### src/inc/wdt_defines.vh
/*
 * Register offsets, field positions, reset values and timing counts for the windowed watchdog.
 * Assumes it is included by bare name from the watchdog design and bench files.
 */
`ifndef WDT_DEFINES_VH
`define WDT_DEFINES_VH

`define ADDR_W 4
`define OFS_CONTROL 4'h0
`define OFS_TIMING_SETUP 4'h1
`define OFS_EARLY_WARNING_SETUP 4'h2
`define OFS_IRQ_ENABLE_OFF 4'h4
`define OFS_IRQ_ENABLE_ON 4'h5
`define OFS_IRQ_PENDING 4'h6
`define OFS_SYNC_STATE 4'h7
`define OFS_SERVICE_KEY 4'h8

`define CTRL_ENABLE_BIT 1
`define CTRL_WINDOW_BIT 2
`define CTRL_LOCK_BIT 7
`define EARLY_WARNING_BIT 0
`define SYNC_PENDING_BIT 7

`define RST_IRQ_ENABLE 1'b0
`define RST_IRQ_PENDING 1'b0
`define RST_BYTE 8'h00

`define SERVICE_KEY_VALUE 8'hA5

`define LEN_W 15
`define LEN_MIN 15'h0008
`define LEN_MAX 15'h4000
`define CODE_MAX 4'hB

`define SYNC_CYCLES 3'h4
`define SYNC_CNT_W 3

`endif

### src/logic/wdt_pin_sync.v
/*
 * Two-flop synchroniser for levels arriving from outside the system clock domain.
 * Assumes a free-running system clock and a synchronous active-low reset.
 */
`timescale 1ns/100ps

module wdt_pin_sync #(
   parameter W = 1
) (
   input wire i_clk_sys,
   input wire i_rst_n,
   input wire [W-1:0] i_async,
   output wire [W-1:0] o_sync
);

   reg [W-1:0] meta_r;
   reg [W-1:0] sync_r;

   // first stage feeds only the second stage
   always @(posedge i_clk_sys)
   begin
      if (!i_rst_n)
      begin
         meta_r <= {W{1'b0}};
         sync_r <= {W{1'b0}};
      end
      else
      begin
         meta_r <= i_async;
         sync_r <= meta_r;
      end
   end

   assign o_sync = sync_r;

endmodule // wdt_pin_sync

### src/logic/wdt_len_decode.v
/*
 * Decodes a four-bit doubling code into a length in watchdog count clock ticks.
 * Assumes callers treat the returned length as the tick count that ends the interval.
 */
`timescale 1ns/100ps
`include "wdt_defines.vh"

module wdt_len_decode (
   input wire [3:0] i_code,
   output wire [`LEN_W-1:0] o_len
);

   wire [`LEN_W-1:0] base_len;

   assign base_len = `LEN_MIN;

   // reserved codes saturate to the longest interval rather than wrapping short
   assign o_len = (i_code > `CODE_MAX) ? `LEN_MAX : (base_len << i_code);

endmodule // wdt_len_decode

### src/logic/wdt_window_watchdog.v
/*
 * Windowed watchdog with byte-wide register port, keyed service, early warning and sync tracking.
 * Assumes the count clock arrives as a slow pin level, and the startup values come from the
 * nonvolatile configuration row and are stable when reset is released.
 */
`timescale 1ns/100ps
`include "wdt_defines.vh"

module wdt_window_watchdog (
   input wire i_clk_sys,
   input wire i_rst_n,
   input wire i_watchdog_count_clock,
   input wire [7:0] i_cfg_row_control,
   input wire [7:0] i_cfg_row_timing,
   input wire [7:0] i_cfg_row_early_warning,
   input wire [`ADDR_W-1:0] i_addr,
   input wire [7:0] i_wdata,
   input wire i_wr,
   input wire i_rd,
   output reg [7:0] o_rdata,
   output reg o_irq,
   output reg o_sys_reset,
   output reg o_sync_pending
);

   reg startup_load_r;
   reg enable_r;
   reg window_en_r;
   reg permanent_run_lock_r;
   reg [3:0] window_select_r;
   reg [3:0] timeout_period_select_r;
   reg [3:0] early_warning_offset_r;
   reg irq_enable_r;
   reg early_warning_bit_r;
   reg sync_busy_r;
   reg [`SYNC_CNT_W-1:0] sync_cnt_r;
   reg held_valid_r;
   reg [`ADDR_W-1:0] held_addr_r;
   reg [7:0] held_data_r;
   reg tick_prev_r;
   reg [`LEN_W-1:0] count_r;
   reg open_phase_r;

   reg [7:0] rdata_nxt;
   reg [`LEN_W-1:0] count_nxt;
   reg open_phase_nxt;
   reg early_warning_event;
   reg timeout_event;

   wire tick_level;
   wire tick;
   wire [`LEN_W-1:0] closed_len;
   wire [`LEN_W-1:0] period_len;
   wire [`LEN_W-1:0] offset_len;
   wire [`LEN_W-1:0] count_inc;
   wire bus_sync_wr;
   wire sync_issue;
   wire [`ADDR_W-1:0] sync_addr;
   wire [7:0] sync_data;
   wire running;
   wire setup_writable;
   wire service_write;
   wire service_good;
   wire service_bad;
   wire closed_window_service;
   wire wr_enable_off;
   wire wr_enable_on;
   wire wr_pending_clear;
   wire sync_done;

   // count clock is a slow foreign level; its rising edge becomes a one-cycle tick
   wdt_pin_sync #(
      .W(1)
   ) u_tick_sync (
      .i_clk_sys(i_clk_sys),
      .i_rst_n(i_rst_n),
      .i_async(i_watchdog_count_clock),
      .o_sync(tick_level)
   );

   assign tick = tick_level & ~tick_prev_r;

   wdt_len_decode u_closed_len (
      .i_code(window_select_r),
      .o_len(closed_len)
   );

   wdt_len_decode u_period_len (
      .i_code(timeout_period_select_r),
      .o_len(period_len)
   );

   wdt_len_decode u_offset_len (
      .i_code(early_warning_offset_r),
      .o_len(offset_len)
   );

   assign count_inc = count_r + 15'h0001;

   // control, timing setup and service writes are the synchronised ones
   assign bus_sync_wr = i_wr & ((i_addr == `OFS_CONTROL) | (i_addr == `OFS_TIMING_SETUP) |
                               (i_addr == `OFS_SERVICE_KEY));

   // a held write always goes before a fresh one so program order is kept
   assign sync_issue = ~sync_busy_r & (held_valid_r | bus_sync_wr);
   assign sync_addr = held_valid_r ? held_addr_r : i_addr;
   assign sync_data = held_valid_r ? held_data_r : i_wdata;
   assign sync_done = sync_busy_r & (sync_cnt_r == {{(`SYNC_CNT_W-1){1'b0}}, 1'b1});

   assign running = enable_r | permanent_run_lock_r;
   // setup fields are also guarded while the watchdog runs, like the timing fields
   assign setup_writable = ~permanent_run_lock_r & ~enable_r;

   assign service_write = sync_issue & (sync_addr == `OFS_SERVICE_KEY);
   assign service_good = service_write & (sync_data == `SERVICE_KEY_VALUE);
   assign service_bad = service_write & (sync_data != `SERVICE_KEY_VALUE);
   assign closed_window_service = service_good & running & window_en_r & ~open_phase_r;

   assign wr_enable_off = i_wr & (i_addr == `OFS_IRQ_ENABLE_OFF) & i_wdata[`EARLY_WARNING_BIT];
   assign wr_enable_on = i_wr & (i_addr == `OFS_IRQ_ENABLE_ON) & i_wdata[`EARLY_WARNING_BIT];
   assign wr_pending_clear = i_wr & (i_addr == `OFS_IRQ_PENDING) & i_wdata[`EARLY_WARNING_BIT];

   // counting: normal mode runs one period, window mode a closed then an open phase
   always @*
   begin
      count_nxt = count_r;
      open_phase_nxt = open_phase_r;
      early_warning_event = 1'b0;
      timeout_event = 1'b0;
      if (!running)
      begin
         count_nxt = {`LEN_W{1'b0}};
         open_phase_nxt = 1'b0;
      end
      else if (service_good)
      begin
         count_nxt = {`LEN_W{1'b0}};
         open_phase_nxt = 1'b0;
      end
      else if (tick)
      begin
         count_nxt = count_inc;
         if (!window_en_r)
         begin
            if (count_inc == offset_len)
            begin
               early_warning_event = 1'b1;
            end
            if (count_inc == period_len)
            begin
               timeout_event = 1'b1;
               count_nxt = {`LEN_W{1'b0}};
            end
         end
         else if (!open_phase_r)
         begin
            if (count_inc == closed_len)
            begin
               open_phase_nxt = 1'b1;
               early_warning_event = 1'b1;
               count_nxt = {`LEN_W{1'b0}};
            end
         end
         else if (count_inc == period_len)
         begin
            timeout_event = 1'b1;
            open_phase_nxt = 1'b0;
            count_nxt = {`LEN_W{1'b0}};
         end
      end
   end

   // read mux, data shows in the cycle after the strobe
   always @*
   begin
      rdata_nxt = `RST_BYTE;
      case (i_addr)
         `OFS_CONTROL:
         begin
            rdata_nxt[`CTRL_LOCK_BIT] = permanent_run_lock_r;
            rdata_nxt[`CTRL_WINDOW_BIT] = window_en_r;
            rdata_nxt[`CTRL_ENABLE_BIT] = enable_r;
         end
         `OFS_TIMING_SETUP:
         begin
            rdata_nxt = {window_select_r, timeout_period_select_r};
         end
         `OFS_EARLY_WARNING_SETUP:
         begin
            rdata_nxt[3:0] = early_warning_offset_r;
         end
         `OFS_IRQ_ENABLE_OFF, `OFS_IRQ_ENABLE_ON:
         begin
            rdata_nxt[`EARLY_WARNING_BIT] = irq_enable_r;
         end
         `OFS_IRQ_PENDING:
         begin
            rdata_nxt[`EARLY_WARNING_BIT] = early_warning_bit_r;
         end
         `OFS_SYNC_STATE:
         begin
            rdata_nxt[`SYNC_PENDING_BIT] = sync_busy_r;
         end
         default:
         begin
            rdata_nxt = `RST_BYTE;
         end
      endcase
   end

   // configuration: the row is caught on the first edge after reset release
   always @(posedge i_clk_sys)
   begin
      if (!i_rst_n)
      begin
         startup_load_r <= 1'b1;
         enable_r <= 1'b0;
         window_en_r <= 1'b0;
         permanent_run_lock_r <= 1'b0;
         window_select_r <= 4'h0;
         timeout_period_select_r <= 4'h0;
         early_warning_offset_r <= 4'h0;
      end
      else if (startup_load_r)
      begin
         startup_load_r <= 1'b0;
         enable_r <= i_cfg_row_control[`CTRL_ENABLE_BIT];
         window_en_r <= i_cfg_row_control[`CTRL_WINDOW_BIT];
         permanent_run_lock_r <= i_cfg_row_control[`CTRL_LOCK_BIT];
         window_select_r <= i_cfg_row_timing[7:4];
         timeout_period_select_r <= i_cfg_row_timing[3:0];
         early_warning_offset_r <= i_cfg_row_early_warning[3:0];
      end
      else
      begin
         if (sync_issue && (sync_addr == `OFS_CONTROL) && !permanent_run_lock_r)
         begin
            enable_r <= sync_data[`CTRL_ENABLE_BIT];
            // window mode only changes while stopped; the lock only ever sets
            if (!enable_r)
            begin
               window_en_r <= sync_data[`CTRL_WINDOW_BIT];
            end
            permanent_run_lock_r <= sync_data[`CTRL_LOCK_BIT];
         end
         if (sync_issue && (sync_addr == `OFS_TIMING_SETUP) && setup_writable)
         begin
            window_select_r <= sync_data[7:4];
            timeout_period_select_r <= sync_data[3:0];
         end
         if (i_wr && (i_addr == `OFS_EARLY_WARNING_SETUP) && setup_writable)
         begin
            early_warning_offset_r <= i_wdata[3:0];
         end
      end
   end

   // sync tracking; a bus write landing while busy is held, the newest one winning
   always @(posedge i_clk_sys)
   begin
      if (!i_rst_n)
      begin
         sync_busy_r <= 1'b0;
         sync_cnt_r <= {`SYNC_CNT_W{1'b0}};
         held_valid_r <= 1'b0;
         held_addr_r <= {`ADDR_W{1'b0}};
         held_data_r <= `RST_BYTE;
      end
      else
      begin
         if (sync_issue)
         begin
            sync_busy_r <= 1'b1;
            sync_cnt_r <= `SYNC_CYCLES;
         end
         else if (sync_done)
         begin
            sync_busy_r <= 1'b0;
            sync_cnt_r <= {`SYNC_CNT_W{1'b0}};
         end
         else if (sync_busy_r)
         begin
            sync_cnt_r <= sync_cnt_r - {{(`SYNC_CNT_W-1){1'b0}}, 1'b1};
         end
         if (bus_sync_wr && (sync_busy_r || held_valid_r))
         begin
            held_valid_r <= 1'b1;
            held_addr_r <= i_addr;
            held_data_r <= i_wdata;
         end
         else if (sync_issue)
         begin
            held_valid_r <= 1'b0;
         end
      end
   end

   // interrupt enable and flag; a hardware set beats a same-cycle clear
   always @(posedge i_clk_sys)
   begin
      if (!i_rst_n)
      begin
         irq_enable_r <= `RST_IRQ_ENABLE;
         early_warning_bit_r <= `RST_IRQ_PENDING;
      end
      else
      begin
         if (wr_enable_on)
         begin
            irq_enable_r <= 1'b1;
         end
         else if (wr_enable_off)
         begin
            irq_enable_r <= 1'b0;
         end
         if (early_warning_event)
         begin
            early_warning_bit_r <= 1'b1;
         end
         else if (wr_pending_clear)
         begin
            early_warning_bit_r <= 1'b0;
         end
      end
   end

   // counter, outputs and read data
   always @(posedge i_clk_sys)
   begin
      if (!i_rst_n)
      begin
         tick_prev_r <= 1'b0;
         count_r <= {`LEN_W{1'b0}};
         open_phase_r <= 1'b0;
         o_rdata <= `RST_BYTE;
         o_irq <= 1'b0;
         o_sys_reset <= 1'b0;
         o_sync_pending <= 1'b0;
      end
      else
      begin
         tick_prev_r <= tick_level;
         count_r <= count_nxt;
         open_phase_r <= open_phase_nxt;
         o_rdata <= i_rd ? rdata_nxt : `RST_BYTE;
         o_irq <= early_warning_bit_r & irq_enable_r;
         // bad key, closed-window service and time-out all ask for a system reset
         o_sys_reset <= service_bad | closed_window_service | timeout_event;
         o_sync_pending <= sync_busy_r;
      end
   end

endmodule // wdt_window_watchdog

### config.mk
export PLATFORM = sky130hd
export DESIGN_NAME = wdt_window_watchdog
export DESIGN_NICKNAME = d
export VERILOG_FILES = /design/src/logic/wdt_pin_sync.v /design/src/logic/wdt_len_decode.v /design/src/logic/wdt_window_watchdog.v
export VERILOG_INCLUDE_DIRS = /design/src /design/src/inc
export SDC_FILE = /design/constraint.sdc
export NUM_CORES = 1
export LEC_CHECK = 0
export ABC_AREA = 1
export BUFFER_PORTS_ARGS = -buffer_cell sky130_fd_sc_hd__buf_2
export CAP_MARGIN = 20
export CORE_MARGIN = 1
export CORE_UTILIZATION = 50
export DETAILED_ROUTE_END_ITERATION = 16
export GPL_TIMING_DRIVEN = 1
export HOLD_SLACK_MARGIN = 0.1
export PLACE_DENSITY = 0.74
export SYNTH_ARGS = -nofsm -noshare
export SYNTH_HDL_FRONTEND = slang
export SYNTH_HIERARCHICAL = 1
export SYNTH_SLANG_ARGS = --single-unit
### constraint.sdc
create_clock -name i_clk_sys -period 6.2 [get_ports i_clk_sys]
set_input_delay 0 -clock i_clk_sys [delete_from_list [all_inputs] [get_ports i_clk_sys]]
set_output_delay 0 -clock i_clk_sys [all_outputs]
set_load 0.02 [all_outputs]
==> summary.txt <==
Reg area: 1300 um2
Max Slew Vio Count: 0
Critical path data arrival time: 2.91 ns
1st-pass router iterations: 6
DR iter-0 viols: 282
CP startpoint kind: flop
Vias in the first global route: 4,553
Combinational power share: 0.154
Flop pwr share: 0.484
Clock Power Share: 0.361
CTS buffer count: 9
Crit Path Max Fanout: 23
Internal power: 0.000647 W
Die area: 9310 um2
Mean Syn Cell Area: 5.98 um2
Total Power: 0.000914 W
Post-synth top area share: 0.291
Routed wire length: 12,900 um
Post-CTS setup buffer count: 0
Max Fclk: 0.368 GHz
CP Capture Point: count_r[8]$_SDFFE_PP0P_
Worst r2r src: held_valid_r$_SDFFE_PN0P_
Clock Latency Late Sink: 0.34 ns
Clk root buf: clkbuf_8
Top post-synthesis cells by area: dfxtp_1 (29%), nand2_1 (18%), nor2_1 (8.7%), inv_1 (7.2%), a21oi_1 (6.1%)
Slew HR: 0.316
Clock skew: 0.0114 ns
Switching power: 0.000267 W
Busiest grt layer: met2
Share of layout cells above drive strength 1: 0.119
Least-Margin Pin Slew: 1.02 ns
Clk pin slew, worst setup/hold paths: 0.08 ns
Ys async rst share: 0
Post-route ant nets: 0
Placement row count: 34
Met1 Use GR: 0.359
Synth area leader: dfxtp_1
P_leak: 2.22 nW
Cells after synthesis: 746
Final setup fails: 0
GR Util met2: 0.496
CP endpoint kind: flop
Initial antenna violation count: 0
Core Region: 8680 um2
GPL Wtd Cong: 0.946
# hold bufs at CTS: 43
Hold Path Class: in2reg
Final setup TNS: 0 ns
Multi-input combinational cell area: 2680 um2
WP data required: 6.39 ns
First-pass GRT wire length: 21,100 um
TritonCTS clock tree: done
Pwr/cell area: 173 nW/um2
GRT overflow: 0
Total track usage: 0.298
DIE HEIGHT: 96.5 um
Main synth FF type: dfxtp_1
Seq/Total Area, Yosys: 0.291
Io pins: 52
Vias: 4,958
Largest net degree at the start of global routing: 34
Min Tclk post-route: 2.72 ns
Initial Util: 0.514
Yosys cell types: 39
Avg WL per Cell: 13.8 um
Die Width: 96.5 um
DRC: 0
Sw frac: 0.292
Reg2reg path depth: 8
Reg2reg end: count_r[8]$_SDFFE_PP0P_
NumNets Final: 866
Flops & latches, synth: 65
Final hold viol count: 0
ANT cells: 0
Number of max-cap violations: 0
Period utilization: 0.438
Met3 usage: 0.0579
Yosys warns: 6
Mapped cell area: 4460 um2
WS Path Type: reg2reg
Max VDD drop: 0.000129 V
R2r setup slk: 3.48 ns
Via-per-instance ratio: 5.31
Post-DP HPWL: 9170 um
CTS resizes: 0
IO Port Bufs: 42
Longest Clk Path Bufs: 2
Status: complete, no violations
Clk sinks: 65
Number of fill cells: 817
Area grow syn2layout: 18.1%
Post-synth EDFFs: 0
Htree depth: 3
Unrepaired setup endpoints after global routing: no
Crit. Startpoint: held_valid_r$_SDFFE_PN0P_
how the worst min path moves through the flow:
stage	start	endpoint	slack (ns)	depth (start not counted)
after floorplan	i_watchdog_count_clock	u_tick_sync/meta_r$_SDFF_PN0_	0.09	2
after global placement	i_watchdog_count_clock	u_tick_sync/meta_r$_SDFF_PN0_	0.18	3
after detailed placement	i_watchdog_count_clock	u_tick_sync/meta_r$_SDFF_PN0_	0.19	3
after CTS	i_cfg_row_timing[5]	window_select_r[1]$_SDFFE_PN0P_	0.12	5
after global routing	i_cfg_row_timing[5]	window_select_r[1]$_SDFFE_PN0P_	0.18	5
final	i_cfg_row_timing[5]	window_select_r[1]$_SDFFE_PN0P_	0.14	5
power groups by stage:
stage / combinational (W) / clock [W] / sequential [W]
3_5_place_dp: 0.000117 / 0 / 0.000452
5_1_grt: 0.000158 / 0.000352 / 0.000444
2_1_floorplan: 0.0000900 / 0 / 0.000447
6_report: 0.000141 / 0.000330 / 0.000443
3_3_place_gp: 0.000115 / 0 / 0.000451
4_1_cts: 0.000137 / 0.000336 / 0.000442
sequential cells by signal, indices dropped and copies added (netlist names), 3 cells and up:
signal,cells
o_rdata,8
count_r,15
early_warning_offset_r,4
held_data_r,8
held_addr_r,4
window_select_r,4
sync_cnt_r,3
timeout_period_select_r,4
cells in the final DEF (no fill, tap or decap), types with 9 or more instances in the layout:
| master | count |
|---|---|
| conb_1 | 9 |
| nand3b_1 | 11 |
| nand3_1 | 53 |
| inv_1 | 86 |
| nand2_2 | 17 |
| nor2_1 | 104 |
| o21ai_0 | 32 |
| buf_2 | 42 |
| a21oi_1 | 54 |
| nand2_1 | 214 |
| dfxtp_1 | 65 |
| nand4_1 | 13 |
| dlygate4sd3_1 | 43 |
| clkbuf_8 | 11 |
layout make-up:
class	count	share of cell area
multi-input combinational	568	0.508
sequential	65	0.247
timing repair buffer	85	0.121
inverter	93	0.0662
clock buffer	11	0.0287
tap	108	0.0256
clock inverter	3	0.00332
cell families after synthesis:
kind of cell / synth area share
compound gates: 0.127
xor+xnor: 0.0216
fa+ha+maj: 0.00841
buf+inv: 0.114
flops: 0.291
other cells: 0.00252
simple gates: 0.435
cells in the mapped netlist, types with 2 or more instances:
library cell / number
clkbuf_1: 10
a21oi_1: 54
ha_1: 3
o21ai_0: 32
inv_2: 7
nand3_1: 53
xor2_1: 5
nand4_1: 13
nor4_1: 2
buf_6: 2
or2_2: 3
nand3_2: 2
buf_2: 2
nand3b_1: 11
conb_1: 3
buf_4: 10
nor2_1: 104
inv_1: 86
a31oi_1: 8
o21bai_1: 2
a211oi_1: 2
nor3_1: 8
dfxtp_1: 65
nand2_1: 214
xnor2_1: 6
nand2_2: 17
nor2_2: 6
nor2_4: 5
critical path, stage by stage (launching register included):
cell and delay (ns):
dfxtp_1 0.76, inv_1 0.20, nand2_1 0.09, o21ai_0 0.16, nor4_1 0.31, nand2_1 0.12
nor2_1 0.19, nand3b_1 0.64, a21oi_1 0.10
per-stage QoR:
step	cells	utilization	worst slack (ns)	cell area, um2	hold slack (ns)
6_report	933	0.608	3.48	5270	0.138
4_1_cts	933	0.608	3.55	5270	0.118
3_5_place_dp	876	0.538	3.58	4670	0.192
5_1_grt	933	0.608	3.17	5270	0.175
2_1_floorplan	752	-	4.26	4490	0.0935
3_3_place_gp	876	0.538	3.62	4670	0.180
per-layer routing:
layer,vias to the layer above,share of wire
met3,46,0.066
met5,-,0
li1,2521,-
met1,2205,0.43
met4,0,0.042
met2,186,0.46
No activity file was read; power rests on OpenSTA's default activity.
